===== src/inc/dcm_params.svh =====
/*
 constants of the calibration-mode block: register offsets, field positions,
 reset values, mode register bit positions and cycle counts.
 assumes: included by its bare name from dcm_top and the testbench.
*/
`ifndef DCM_PARAMS_SVH
`define DCM_PARAMS_SVH
// register byte offsets on the register bus
`define DCM_OFS_CTRL 4'h0
`define DCM_OFS_LAT 4'h4
`define DCM_OFS_STAT 4'h8
// control register fields and reset
`define DCM_CTRL_REP_BIT 0
`define DCM_CTRL_ALLFB_BIT 1
`define DCM_CTRL_RST 2'h1
// read latency register, in link clock cycles
`define DCM_LAT_RST 6'h06
// status register fields
`define DCM_ST_WL 0
`define DCM_ST_CAL 1
`define DCM_ST_LOC 2
`define DCM_ST_OTF 4
`define DCM_ST_TDQS 5
`define DCM_ST_TDQ 6
`define DCM_ST_BUSY 7
`define DCM_ST_ERR 8
`define DCM_ST_UNDEF 9
// mode register and read command bit positions on the address pins
`define DCM_MR1_WL_BIT 7
`define DCM_MR3_CAL_BIT 2
`define DCM_BC_SEL_BIT 12
// mode register three location select and mode register zero burst field
`define DCM_LOC_PATTERN 2'h0
`define DCM_BL_OTF 2'h1
`define DCM_BL_BC4 2'h2
// training pattern, burst order bit 0 in the lsb
`define DCM_PATTERN 8'haa
// settle time after a mode register command, in link clock cycles
`define DCM_TMOD_CK 8'h0c
// bus responses
`define DCM_RESP_OK 2'h0
`define DCM_RESP_ERR 2'h2
`endif


===== src/inc/dcm_pkg.sv =====
/*
 types of the calibration-mode block: command codes and read path states.
 assumes: nothing beyond the params header.
*/
package dcm_pkg;
	// {ras_n, cas_n, we_n} while cs_n is low
	typedef enum logic [2:0] {
		DCM_CMD_MRS = 3'h0,
		DCM_CMD_REF = 3'h1,
		DCM_CMD_PRE = 3'h2,
		DCM_CMD_ACT = 3'h3,
		DCM_CMD_WR = 3'h4,
		DCM_CMD_RD = 3'h5,
		DCM_CMD_ZQ = 3'h6,
		DCM_CMD_NOP = 3'h7
	} dcm_cmd_e;
	// gray coded along idle, latency, burst
	typedef enum logic [1:0] {
		DCM_RD_IDLE = 2'h0,
		DCM_RD_LAT = 2'h1,
		DCM_RD_BURST = 2'h3
	} dcm_rd_state_e;
	typedef logic [7:0] dcm_byte_t;
endpackage : dcm_pkg


===== src/inc/dcm_rd_if.sv =====
/*
 dcm_rd_if: carries a calibration read from the command decoder to the
 read path and the beats back.
 assumes: both ends run on aclk.
*/
`timescale 1ns/100ps
interface dcm_rd_if;
	import dcm_pkg::*;
	logic start;
	logic bc4;
	logic upper;
	logic [5:0] rl;
	dcm_byte_t pattern;
	logic ck_rise;
	logic ck_fall;
	logic busy;
	logic beat;
	logic strobe;
	logic drive;
	modport ctl (output start, bc4, upper, rl, pattern, ck_rise, ck_fall,
		input busy, beat, strobe, drive);
	modport srv (input start, bc4, upper, rl, pattern, ck_rise, ck_fall,
		output busy, beat, strobe, drive);
endinterface : dcm_rd_if


===== src/verilog/dcm_top.sv =====
/*
 dcm_top: write leveling feedback and exit, and calibration pattern readout,
 of the device side, with an axi4-lite register slave.
 assumes: link pins are sampled by aclk (10 mhz) through two flops; the
 link clock is much slower than aclk; the controller keeps its own timings.
*/
`timescale 1ns/100ps
`include "dcm_params.svh"
module dcm_top
	import dcm_pkg::*;
#(
	parameter int ADDR_W = 4,
	parameter int TMOD_CK = `DCM_TMOD_CK
) (
	input logic aclk,
	input logic aresetn,
	input logic [ADDR_W-1:0] awaddr,
	input logic awvalid,
	output logic awready,
	input logic [31:0] wdata,
	input logic [3:0] wstrb,
	input logic wvalid,
	output logic wready,
	output logic [1:0] bresp,
	output logic bvalid,
	input logic bready,
	input logic [ADDR_W-1:0] araddr,
	input logic arvalid,
	output logic arready,
	output logic [31:0] rdata,
	output logic [1:0] rresp,
	output logic rvalid,
	input logic rready,
	input logic ck,
	input logic cs_n,
	input logic ras_n,
	input logic cas_n,
	input logic we_n,
	input logic [2:0] ba,
	input logic [14:0] addr,
	input logic odt,
	input logic dqs_in,
	output logic [7:0] dq_out,
	output logic dq_oe_n,
	output logic dqs_out,
	output logic dqs_oe_n,
	output logic term_dqs_on,
	output logic term_dq_on,
	output logic array_access
);
	if (ADDR_W < 4) begin : g_bad_addr
		$error("dcm_top needs at least four address bits");
	end
	if (TMOD_CK < 1 || TMOD_CK > 255) begin : g_bad_tmod
		$error("dcm_top tmod count must be 1 to 255");
	end
	localparam int SW = 25;
	localparam int P_CK = 24;
	localparam int P_DQS = 23;
	localparam int P_ODT = 22;
	////////////////////////////////////////////////////////////////////////
	// pin sampling
	logic [SW-1:0] pin_q;
	logic [SW-1:0] pin_rise;
	logic [SW-1:0] pin_fall;
	// every pin passes two flops before use
	dcm_sync #(
		.W(SW)
	) u_sync (
		.aclk(aclk),
		.aresetn(aresetn),
		.d({ck, dqs_in, odt, cs_n, ras_n, cas_n, we_n, ba, addr}),
		.q(pin_q),
		.rise(pin_rise),
		.fall(pin_fall)
	);
	logic ck_s;
	logic odt_s;
	logic [2:0] ba_s;
	logic [14:0] addr_s;
	dcm_cmd_e cmd;
	logic cmd_valid;
	logic mrs_cmd;
	logic rd_cmd;
	logic wr_cmd;
	logic nop_cmd;
	logic dqs_rise;
	// command decode at each sampled link clock rise
	assign ck_s = pin_q[P_CK];
	assign odt_s = pin_q[P_ODT];
	assign dqs_rise = pin_rise[P_DQS];
	assign ba_s = pin_q[17:15];
	assign addr_s = pin_q[14:0];
	assign cmd = dcm_cmd_e'(pin_q[20:18]);
	assign cmd_valid = pin_rise[P_CK] && !pin_q[21];
	assign mrs_cmd = cmd_valid && cmd == DCM_CMD_MRS;
	assign rd_cmd = cmd_valid && cmd == DCM_CMD_RD;
	assign wr_cmd = cmd_valid && cmd == DCM_CMD_WR;
	assign nop_cmd = !cmd_valid || cmd == DCM_CMD_NOP;
	////////////////////////////////////////////////////////////////////////
	// mode state set by mode register commands
	logic wl_reg;
	logic cal_reg;
	logic [1:0] loc_reg;
	logic [1:0] bl_reg;
	logic [7:0] mod_cnt_reg;
	logic undef;
	// write leveling, calibration enable, location and burst mode
	always_ff @(posedge aclk) begin
		if (!aresetn) begin
			wl_reg <= 1'b0;
			cal_reg <= 1'b0;
			loc_reg <= 2'h0;
			bl_reg <= 2'h0;
		end else if (mrs_cmd) begin
			if (ba_s == 3'h1) begin
				wl_reg <= addr_s[`DCM_MR1_WL_BIT];
			end else if (ba_s == 3'h3) begin
				cal_reg <= addr_s[`DCM_MR3_CAL_BIT];
				loc_reg <= addr_s[1:0];
			end else if (ba_s == 3'h0) begin
				bl_reg <= addr_s[1:0];
			end
		end
	end
	// dq stays undefined from leveling exit until tmod link clocks pass
	always_ff @(posedge aclk) begin
		if (!aresetn) begin
			mod_cnt_reg <= 8'h00;
		end else if (mrs_cmd && ba_s == 3'h1 && wl_reg && !addr_s[`DCM_MR1_WL_BIT]) begin
			mod_cnt_reg <= 8'(TMOD_CK);
		end else if (pin_rise[P_CK] && mod_cnt_reg != 8'h00) begin
			mod_cnt_reg <= mod_cnt_reg - 8'h01;
		end
	end
	assign undef = (mod_cnt_reg != 8'h00);
	////////////////////////////////////////////////////////////////////////
	// registers written by software
	logic [1:0] ctrl_reg;
	logic [5:0] lat_reg;
	logic err_reg;
	logic err_clr;
	logic illegal;
	// commands other than reads, mode commands and nops during calibration, or
	// other than mode commands and nops during leveling, are recorded
	assign illegal = cmd_valid &&
		((cal_reg && !rd_cmd && !mrs_cmd && !nop_cmd) ||
		(wl_reg && !mrs_cmd && !nop_cmd));
	////////////////////////////////////////////////////////////////////////
	// calibration read launch
	dcm_rd_if rdi ();
	dcm_read_path u_read (
		.aclk(aclk),
		.aresetn(aresetn),
		.rd(rdi)
	);
	assign rdi.start = rd_cmd && cal_reg;
	// on-the-fly chop from address bit 12 low, else fixed by mode zero
	assign rdi.bc4 = (bl_reg == `DCM_BL_OTF) ? !addr_s[`DCM_BC_SEL_BIT] :
		(bl_reg == `DCM_BL_BC4);
	// a2 picks the nibble only for burst chop; eight beats start at zero
	assign rdi.upper = addr_s[2] && rdi.bc4;
	assign rdi.rl = lat_reg;
	// reserved locations read as zero
	assign rdi.pattern = (loc_reg == `DCM_LOC_PATTERN) ? `DCM_PATTERN : 8'h00;
	assign rdi.ck_rise = pin_rise[P_CK];
	assign rdi.ck_fall = pin_fall[P_CK];
	////////////////////////////////////////////////////////////////////////
	// leveling feedback: link clock level sampled at each strobe rise
	logic fb_reg;
	always_ff @(posedge aclk) begin
		if (!aresetn) begin
			fb_reg <= 1'b0;
		end else if (wl_reg && dqs_rise) begin
			fb_reg <= ck_s;
		end else if (!wl_reg && !undef) begin
			fb_reg <= 1'b0;
		end
	end
	// dq and strobe drivers, reads take precedence over leveling
	always_ff @(posedge aclk) begin
		if (!aresetn) begin
			dq_out <= 8'h00;
			dq_oe_n <= 1'b1;
			dqs_out <= 1'b0;
			dqs_oe_n <= 1'b1;
		end else if (rdi.drive) begin
			dq_out <= ctrl_reg[`DCM_CTRL_REP_BIT] ? {8{rdi.beat}} : {7'h00, rdi.beat};
			dq_oe_n <= 1'b0;
			dqs_out <= rdi.strobe;
			dqs_oe_n <= 1'b0;
		end else if (wl_reg || undef) begin
			dq_out <= ctrl_reg[`DCM_CTRL_ALLFB_BIT] ? {8{fb_reg}} : {7'h00, fb_reg};
			dq_oe_n <= 1'b0;
			dqs_out <= 1'b0;
			dqs_oe_n <= 1'b1;
		end else begin
			dq_out <= 8'h00;
			dq_oe_n <= 1'b1;
			dqs_out <= 1'b0;
			dqs_oe_n <= 1'b1;
		end
	end
	// termination: leveling keeps dq termination off whatever odt does
	always_ff @(posedge aclk) begin
		if (!aresetn) begin
			term_dqs_on <= 1'b0;
			term_dq_on <= 1'b0;
		end else begin
			term_dqs_on <= odt_s;
			term_dq_on <= odt_s && !wl_reg;
		end
	end
	// normal mode hands reads and writes to the array
	always_ff @(posedge aclk) begin
		if (!aresetn) begin
			array_access <= 1'b0;
		end else begin
			array_access <= (rd_cmd || wr_cmd) && !cal_reg;
		end
	end
	////////////////////////////////////////////////////////////////////////
	// axi4-lite write channel, address and data taken in either order
	logic aw_got_reg;
	logic w_got_reg;
	logic [ADDR_W-1:0] awaddr_reg;
	logic [31:0] wdata_reg;
	logic [3:0] wstrb_reg;
	logic wr_fire;
	logic wr_hit;
	assign awready = !aw_got_reg && !bvalid;
	assign wready = !w_got_reg && !bvalid;
	assign wr_fire = aw_got_reg && w_got_reg;
	assign wr_hit = awaddr_reg == ADDR_W'(`DCM_OFS_CTRL) ||
		awaddr_reg == ADDR_W'(`DCM_OFS_LAT) || awaddr_reg == ADDR_W'(`DCM_OFS_STAT);
	always_ff @(posedge aclk) begin
		if (!aresetn) begin
			aw_got_reg <= 1'b0;
			w_got_reg <= 1'b0;
			awaddr_reg <= '0;
			wdata_reg <= 32'h0000_0000;
			wstrb_reg <= 4'h0;
		end else begin
			if (awvalid && awready) begin
				aw_got_reg <= 1'b1;
				awaddr_reg <= awaddr;
			end else if (wr_fire) begin
				aw_got_reg <= 1'b0;
			end
			if (wvalid && wready) begin
				w_got_reg <= 1'b1;
				wdata_reg <= wdata;
				wstrb_reg <= wstrb;
			end else if (wr_fire) begin
				w_got_reg <= 1'b0;
			end
		end
	end
	// write response one cycle after both halves are held
	always_ff @(posedge aclk) begin
		if (!aresetn) begin
			bvalid <= 1'b0;
			bresp <= `DCM_RESP_OK;
		end else if (wr_fire) begin
			bvalid <= 1'b1;
			bresp <= wr_hit ? `DCM_RESP_OK : `DCM_RESP_ERR;
		end else if (bready) begin
			bvalid <= 1'b0;
		end
	end
	assign err_clr = wr_fire && awaddr_reg == ADDR_W'(`DCM_OFS_STAT) &&
		wstrb_reg[1] && wdata_reg[`DCM_ST_ERR];
	// control and latency registers
	always_ff @(posedge aclk) begin
		if (!aresetn) begin
			ctrl_reg <= `DCM_CTRL_RST;
			lat_reg <= `DCM_LAT_RST;
		end else if (wr_fire && wstrb_reg[0]) begin
			if (awaddr_reg == ADDR_W'(`DCM_OFS_CTRL)) begin
				ctrl_reg <= wdata_reg[1:0];
			end else if (awaddr_reg == ADDR_W'(`DCM_OFS_LAT)) begin
				lat_reg <= wdata_reg[5:0];
			end
		end
	end
	// sticky command error, a new event wins over the clear
	always_ff @(posedge aclk) begin
		if (!aresetn) begin
			err_reg <= 1'b0;
		end else if (illegal) begin
			err_reg <= 1'b1;
		end else if (err_clr) begin
			err_reg <= 1'b0;
		end
	end
	////////////////////////////////////////////////////////////////////////
	// axi4-lite read channel
	logic [31:0] stat_word;
	always_comb begin
		stat_word = 32'h0000_0000;
		stat_word[`DCM_ST_WL] = wl_reg;
		stat_word[`DCM_ST_CAL] = cal_reg;
		stat_word[`DCM_ST_LOC +: 2] = loc_reg;
		stat_word[`DCM_ST_OTF] = (bl_reg == `DCM_BL_OTF);
		stat_word[`DCM_ST_TDQS] = term_dqs_on;
		stat_word[`DCM_ST_TDQ] = term_dq_on;
		stat_word[`DCM_ST_BUSY] = rdi.busy;
		stat_word[`DCM_ST_ERR] = err_reg;
		stat_word[`DCM_ST_UNDEF] = undef;
	end
	assign arready = !rvalid;
	always_ff @(posedge aclk) begin
		if (!aresetn) begin
			rvalid <= 1'b0;
			rdata <= 32'h0000_0000;
			rresp <= `DCM_RESP_OK;
		end else if (arvalid && arready) begin
			rvalid <= 1'b1;
			rresp <= `DCM_RESP_OK;
			if (araddr == ADDR_W'(`DCM_OFS_CTRL)) begin
				rdata <= {30'h0000_0000, ctrl_reg};
			end else if (araddr == ADDR_W'(`DCM_OFS_LAT)) begin
				rdata <= {26'h000_0000, lat_reg};
			end else if (araddr == ADDR_W'(`DCM_OFS_STAT)) begin
				rdata <= stat_word;
			end else begin
				rdata <= 32'h0000_0000;
				rresp <= `DCM_RESP_ERR;
			end
		end else if (rready) begin
			rvalid <= 1'b0;
		end
	end
endmodule : dcm_top


===== src/verilog/dcm_sync.sv =====
/*
 dcm_sync: two-flop synchroniser per bit with rise and fall detection.
 assumes: inputs come from pins outside the aclk domain.
*/
`timescale 1ns/100ps
module dcm_sync #(
	parameter int W = 1
) (
	input logic aclk,
	input logic aresetn,
	input logic [W-1:0] d,
	output logic [W-1:0] q,
	output logic [W-1:0] rise,
	output logic [W-1:0] fall
);
	if (W < 1) begin : g_bad_w
		$error("dcm_sync needs at least one bit");
	end
	////////////////////////////////////////////////////////////////////////
	// per bit: first flop feeds only the second, third flop keeps history
	for (genvar i = 0; i < W; i++) begin : g_bit
		logic s1_reg;
		logic s2_reg;
		logic s3_reg;
		always_ff @(posedge aclk) begin
			if (!aresetn) begin
				s1_reg <= 1'b0;
				s2_reg <= 1'b0;
				s3_reg <= 1'b0;
			end else begin
				s1_reg <= d[i];
				s2_reg <= s1_reg;
				s3_reg <= s2_reg;
			end
		end
		assign q[i] = s2_reg;
		assign rise[i] = s2_reg & ~s3_reg;
		assign fall[i] = ~s2_reg & s3_reg;
	end
endmodule : dcm_sync


===== src/verilog/dcm_read_path.sv =====
/*
 dcm_read_path: counts read latency, then sends one pattern bit per link
 clock edge in the selected burst order.
 assumes: start comes on a link clock rise; a start while busy is ignored.
*/
`timescale 1ns/100ps
module dcm_read_path
	import dcm_pkg::*;
(
	input logic aclk,
	input logic aresetn,
	dcm_rd_if.srv rd
);
	dcm_rd_state_e state_reg;
	logic [5:0] cnt_reg;
	logic [2:0] idx_reg;
	logic [2:0] left_reg;
	dcm_byte_t pat_reg;
	logic beat_reg;
	logic strobe_reg;
	logic drive_reg;
	logic bc4_reg;
	logic upper_reg;
	logic [5:0] rl_reg;
	////////////////////////////////////////////////////////////////////////
	// latency count then one beat per rise and fall
	always_ff @(posedge aclk) begin
		if (!aresetn) begin
			state_reg <= DCM_RD_IDLE;
			cnt_reg <= 6'h00;
			idx_reg <= 3'h0;
			left_reg <= 3'h0;
			pat_reg <= 8'h00;
			beat_reg <= 1'b0;
			strobe_reg <= 1'b0;
			drive_reg <= 1'b0;
			bc4_reg <= 1'b0;
			upper_reg <= 1'b0;
			rl_reg <= 6'h00;
		end else begin
			case (state_reg)
				DCM_RD_IDLE: begin
					if (rd.start) begin
						state_reg <= DCM_RD_LAT;
						cnt_reg <= rd.rl;
						rl_reg <= rd.rl;
						pat_reg <= rd.pattern;
						bc4_reg <= rd.bc4;
						upper_reg <= rd.upper;
						idx_reg <= rd.upper ? 3'h4 : 3'h0;
						left_reg <= rd.bc4 ? 3'h3 : 3'h7;
					end
				end
				DCM_RD_LAT: begin
					if (rd.ck_rise) begin
						if (cnt_reg <= 6'h01) begin
							state_reg <= DCM_RD_BURST;
							drive_reg <= 1'b1;
							beat_reg <= pat_reg[idx_reg];
							strobe_reg <= 1'b1;
						end else begin
							cnt_reg <= cnt_reg - 6'h01;
						end
					end
				end
				DCM_RD_BURST: begin
					if (rd.ck_rise || rd.ck_fall) begin
						if (left_reg == 3'h0) begin
							state_reg <= DCM_RD_IDLE;
							drive_reg <= 1'b0;
							strobe_reg <= 1'b0;
						end else begin
							idx_reg <= idx_reg + 3'h1;
							left_reg <= left_reg - 3'h1;
							beat_reg <= pat_reg[idx_reg + 3'h1];
							strobe_reg <= rd.ck_rise;
						end
					end
				end
				default: begin
					state_reg <= DCM_RD_IDLE;
				end
			endcase
		end
	end
	assign rd.busy = (state_reg != DCM_RD_IDLE);
	assign rd.beat = beat_reg;
	assign rd.strobe = strobe_reg;
	assign rd.drive = drive_reg;
	////////////////////////////////////////////////////////////////////////
	// checking helpers: rises seen during latency, beats sent
	logic [6:0] seen_reg;
	logic [3:0] sent_reg;
	always_ff @(posedge aclk) begin
		if (!aresetn) begin
			seen_reg <= 7'h00;
			sent_reg <= 4'h0;
		end else begin
			if (state_reg == DCM_RD_IDLE) begin
				seen_reg <= 7'h00;
			end else if (state_reg == DCM_RD_LAT && rd.ck_rise) begin
				seen_reg <= seen_reg + 7'h01;
			end
			if (state_reg == DCM_RD_IDLE) begin
				sent_reg <= 4'h0;
			end else if (state_reg == DCM_RD_BURST && (rd.ck_rise || rd.ck_fall)) begin
				sent_reg <= sent_reg + 4'h1;
			end
		end
	end
endmodule : dcm_read_path


===== config.mk =====
export PLATFORM = sky130hd
export DESIGN_NAME = dcm_top
export DESIGN_NICKNAME = d
export VERILOG_FILES = /design/src/inc/dcm_pkg.sv /design/src/inc/dcm_rd_if.sv /design/src/verilog/dcm_top.sv /design/src/verilog/dcm_sync.sv /design/src/verilog/dcm_read_path.sv
export VERILOG_INCLUDE_DIRS = /design/src /design/src/inc
export SDC_FILE = /design/constraint.sdc
export NUM_CORES = 1
export LEC_CHECK = 0
export BUFFER_PORTS_ARGS = -buffer_cell sky130_fd_sc_hd__buf_2
export CAP_MARGIN = 15
export CORE_AREA = 4 4 101 103
export DETAILED_ROUTE_END_ITERATION = 16
export DIE_AREA = 0 0 105 107
export GPL_ROUTABILITY_DRIVEN = 0
export HOLD_SLACK_MARGIN = 0.08
export PLACE_DENSITY = 0.79
export SYNTH_ARGS = -nofsm -noshare
export SYNTH_HDL_FRONTEND = slang
export SYNTH_SLANG_ARGS = --single-unit

===== constraint.sdc =====
create_clock -name aclk -period 2.4 [get_ports aclk]
set_input_delay 0.48 -clock aclk [delete_from_list [all_inputs] [get_ports aclk]]
set_output_delay 0.48 -clock aclk [all_outputs]
set_load 0.02 [all_outputs]

Yosys cells after proc, flatten, opt, wreduce, memory -nomap -nowiden
Cells that the tools add are included.

Flip-flop bits (word level): 150.

$add $sub $neg: 4. Order comparisons: 3. Equality and inequality tests: 20. Multiplexer cells: 66. Bitwise gates (word level): 10. Reduce and logical (&&, ||, !) cells: 84.

Operators with widths (count): two-way mux 8 bit (5); logical AND 1 bit (30); two-way mux 10 bit (3); two-way mux 1 bit (27); two-way mux 3 bit (8); nonzero test 2 bit (11); two-way mux 2 bit (9); two-way mux 6 bit (3); AND reduction 4 bit (4); AND reduction 5 bit (3); logical NOT 1 bit (14); one-hot mux 3 bit (2 select lines) (2); one-hot mux 6 bit (2 select lines) (1); == test 3 bit, second input constant (3); logical NOT 3 bit (3); == test 4 x 3 -> 1 bit, second input constant (2); == test 4 bit, second input constant (2); logical NOT 4 bit (2); < comparator 3 x 4 -> 1 bit, second input constant (2); two-way mux 4 bit (2); != test 2 x 1 -> 1 bit, second input constant (4); AND reduction 2 bit (4); nonzero test 8 bit (1); subtractor 8 x 1 -> 8 bit, second input constant (1); other kinds (18) (41).

Logic depth before layout (Yosys ltp)
Word-level depth: 11. Mapped depth: 7. Depth with buffers taken out: 6.

Hierarchy
From an unflattened synthesis, not the netlist that was laid out.

Cells, all modules: 711. Area total of the unflattened synthesis: 6760.2 um^2.

Modules (own cells, without submodules): dcm_top (instances 1, cells each 312, area each 2731.4 um^2, sequential area each 1221.2 um^2); dcm_sync (instances 1, cells each 233, area each 2548.7 um^2, sequential area each 1501.4 um^2); dcm_read_path (instances 1, cells each 166, area each 1480.2 um^2, sequential area each 500.5 um^2).

Worst setup path after synthesis
Ideal clock, no wire load.

Path type: reg-to-reg. Start point: reg u_sync.g_bit[24].s3_reg. End point: reg bl_reg[0]. Setup time: 0.128 ns. Data arrival time: 1.648 ns. Required time: 2.272 ns. Path slack: 0.624 ns. Stages on the path, launching flop included: 7. Buffers on the path: 0. Cells stage by stage: dfxtp_1 > inv_1 > ha_1 > or3b_4 > or4_4 > mux2i_1 > nor2_1.

Cells in the longest elaborated chain, start to end: 5.

RTL lines: from (decl) (RTL line dcm_sync.sv:24) `logic s3_reg;`; from (signal assigned) (RTL line dcm_sync.sv:33) `s3_reg <= s2_reg;`; inverter 1 bit (RTL line dcm_sync.sv:37) `assign rise[i] = s2_reg & ~s3_reg;`; AND 1 bit (RTL line dcm_sync.sv:37); logical AND 1 bit (RTL line dcm_top.sv:95) `assign cmd_valid = pin_rise[P_CK] && !pin_q[21];`; logical AND 1 bit (RTL line dcm_top.sv:96) `assign mrs_cmd = cmd_valid && cmd == DCM_CMD_MRS;`; AND reduction 4 bit (no line); to (signal assigned) (RTL line dcm_top.sv:122) `bl_reg <= addr_s[1:0];`; to (decl) (RTL line dcm_top.sv:105) `logic [1:0] bl_reg;`.

No other way between the ends. A chain may end at the register's enable or synchronous reset.

Worst setup path in the final report
Start point: reg u_sync.g_bit[24].s3_reg. End point: reg mod_cnt_reg[5].

Cells in the longest elaborated chain, start to end: 8.

RTL lines: inverter 1 bit (*) (RTL line dcm_sync.sv:37); AND 1 bit (*) (RTL line dcm_sync.sv:37); logical AND 1 bit (RTL line dcm_top.sv:95); logical AND 1 bit (RTL line dcm_top.sv:96); logical AND 1 bit (3 in a row) (RTL line dcm_top.sv:130) `` end else if (mrs_cmd && ba_s == 3'h1 && wl_reg && !addr_s[`DCM_MR1_WL_BIT]) begin ``; OR reduction 2 bit (no line); to (signal assigned) (RTL line dcm_top.sv:131) `mod_cnt_reg <= 8'(TMOD_CK);`; to (signal assigned) (RTL line dcm_top.sv:133) `mod_cnt_reg <= mod_cnt_reg - 8'h01;`; to (decl) (RTL line dcm_top.sv:106) `logic [7:0] mod_cnt_reg;`.

Every way passes the cells marked *; elsewhere a longest branch is shown, timed or not.

==> results.yml <==
run_status:
  status: "finished, final reports clean"
floorplanning:
  fp.dieH_um: 107
  die_x_um: 105
  die_area_um2: 11240
  coreArea_um2: 9196
  start_util_pct: 50.10
  io_pins: 131
  rows: 35
setup_path:
  cp.required_ns: 2.67
  start_kind: "register"
  reg2reg_slack_ns: 0.52
  r2r_end: "mod_cnt_reg[5]$_SDFFE_PP0P_"
  critPathMaxFanout: 13
  criticalPathCategory: "reg -> reg"
  timing.rr.start: "u_sync.g_bit[24].s3_reg$_SDFF_PN0_"
  worstSetupEndpointType: "register"
  arrival_ns: 2.14
  reg2reg_depth: 7
min_path:
  worstHoldStart: "addr[2]"
  holdPathStages: 2
  hold_path.class: "in -> reg"
  holdPathEnd: "u_sync.g_bit[2].s1_reg$_SDFF_PN0_"
power_and_ir_drop:
  ir_drop_v: 0.0003950
  p_per_area_nw_per_um2: 611.4
  clockPowerShare_pct: 31.6
  internal_power_mw: 2.329
  cellLeakagePower_nw: 2.049
  swShare_pct: 25.02
  p_switching_mw: 0.7771
  power_mw: 3.106
  comb_power_share_pct: 7.7
  sequentialPowerShare_pct: 60.7
global_routing:
  grt_pass1_wl_um: 15320
  grt_overflow: 0
  grt_pass1_vias: 3347
  track_usage_pct: 16.75
  antenna_found_initial: 0
  grt_max_degree: 51
final_layout:
  most-common-layout-cells: "dfxtp_1 (109), buf_2 (69), nand2_1 (51)"
  fill_cells: 796
  fin_cells: 683
  finish.utilization_pct: 55.25
  seq_area_um2: 2182
  synthToLayoutAreaGrowth_pct: 10.29
  nets: 649
  final_common_cell: "dfxtp_1"
  drive_above_1_share_pct: 18.53
  fin_area_um2: 5081
  antenna_cells: 0
  multiInputGateArea_um2: 2121
clock_network:
  cts.repair.resized: 0
  clk_pin_slew_ns: 0.10
  cts_tree: "built"
  clockBufferDepth: 2
  clock-sinks: 109
  cts_max_level: 3
  post_cts_buffers: 0
  clk_root_buffer_cell: "clkbuf_8"
  clk_latency_ns: 0.37
  ctsHoldBuffers: 0
  cts_inserted_buffers: 9
timing:
  layout_setup_ws_ns: 0.5228
  worst_slew_margin_rel_pct: 60.64
  fin_skew_ns: 0.007011
  rsz0062_at_grt: "false"
  fmax_mhz: 532.7
  fin_crit_ns: 1.877
  hold_violations: 0
  tightestPinTransition_ns: 0.5892
  final.period_utilization_pct: 78.22
  hold_ws_ns: 0.3097
  setup_tns_ns: 0
  slew_viol_final: 0
  setup_viol: 0
route:
  finalWirelength_um: 9267
  vias: 3596
  drtAntennaViolNets: 0
  wl_per_cell_um: 13.57
  drt-initial-drc-count: 203
  drc: 0
  via_per_inst: 5.265
  first_pass_iters: 4
synth:
  ys.warnings.count: 0
  synth_ff_type: "dfxtp_1"
  synth_top_area_share_pct: 47.37
  ys_types: 64
  synth_area_leaders: "dfxtp_1 (47%), and2_1 (5.3%), buf_4 (4.9%)"
  ys_ff_latch: 109
  synthCells: 513
  avgSynthCellArea_um2: 8.980
  ys_seq_area_share_pct: 47.37
  synth.largest_area_cell: "dfxtp_1"
  synth_edf_count: 0
  synth_async_sr_flop_share_pct: 0
  netlist_area_um2: 4607
flow_run:
  drv_cap: 0
placement:
  dp_hpwl_um: 6768
  placed_area_um2: 4912
  dpl.cell_count: 667
  io_buffer_count: 69
  place_ws_ns: 0.5615
[worst max-delay path by stage]
stage / cells after the start / endpoint / startpoint
2_1_floorplan: 6 / bl_reg[0]$_SDFFE_PN0P_ / u_sync.g_bit[24].s3_reg$_SDFF_PN0_
6_report: 7 / mod_cnt_reg[5]$_SDFFE_PP0P_ / u_sync.g_bit[24].s3_reg$_SDFF_PN0_
5_1_grt: 7 / mod_cnt_reg[5]$_SDFFE_PP0P_ / u_sync.g_bit[24].s3_reg$_SDFF_PN0_
3_5_place_dp: 7 / mod_cnt_reg[5]$_SDFFE_PP0P_ / u_sync.g_bit[24].s3_reg$_SDFF_PN0_
4_1_cts: 7 / mod_cnt_reg[5]$_SDFFE_PP0P_ / u_sync.g_bit[24].s3_reg$_SDFF_PN0_
3_3_place_gp: 7 / mod_cnt_reg[5]$_SDFFE_PP0P_ / u_sync.g_bit[24].s3_reg$_SDFF_PN0_
[layout make-up]
cell class                      instances  share of cell area, %
Clock buffer                           12                  2.659
Clock inverter                          4                 0.6649
Inverter                               18                  1.330
Multi-Input combinational cell        354                  41.74
Sequential cell                       109                  42.95
Tap cell                              111                  2.733
Timing Repair Buffer                   75                  7.929
[cell usage after synthesis, types with 3 or more instances]
master    instances
dfxtp_1         109
mux2i_1          20
inv_1            18
o21ai_0          10
o22ai_1           3
and3_1            4
buf_4            30
buf_1             3
nor2b_1          10
clkbuf_1         19
nand2b_1         10
nor3b_1           3
or3_1             5
o211ai_1          3
a22oi_1           5
ha_1              6
buf_2             3
or4_1             3
nor2_1           36
nor3_1           11
a21oi_1          37
nand3_1          11
and2_1           39
nand2_1          51
nor4_1            3
o32ai_1           3
xnor2_1           4
nand4_1           3
a211oi_1          5
a31oi_1           3
[logic make-up (layout without fill, tap and decap cells)]
group                      after synthesis  in the layout  share of synthesized area (%)
DFF                                    109            109                          47.37
other                                    1             24                        0.08140
and+or+nand+nor                        210            210                          24.71
AOI/OAI and AO/OA                       87             87                          12.00
xor gates and xnor gates                 6              6                          1.141
muxes                                   21             21                          4.590
adders and majority gates                6              6                          1.630
buffers and inverters                   73            109                          8.474
[critical path, stage by stage (launching register included)]
cell	delay (ns)
dfxtp_1	0.31
inv_1	0.05
ha_1	0.18
buf_4	0.21
or4b_1	0.51
a211oi_1	0.31
xnor2_1	0.16
nor2_1	0.05
[routing by layer]
| layer | global-route usage, % | wire length, um | part of all wire (%) | vias up |
|---|---|---|---|---|
| met4 | 8.154 | 183 | 2.0 | 0 |
| met3 | 3.251 | 491 | 5.3 | 19 |
| met2 | 28.32 | 4617 | 50 | 90 |
| met5 | 0 | 0 | 0 | - |
| met1 | 20.47 | 3974 | 43 | 1683 |
| li1 | - | - | - | 1804 |
[power by group through the flow]
stage | clock [mW] | combinational (mW) | sequential (mW)
2_1_floorplan | 0 | 0.190 | 1.93
3_3_place_gp | 0 | 0.232 | 1.93
3_5_place_dp | 0 | 0.239 | 1.93
4_1_cts | 1.01 | 0.240 | 1.89
5_1_grt | 1.09 | 0.265 | 1.89
6_report | 0.982 | 0.239 | 1.89
Power figures use the tool's default switching activity.
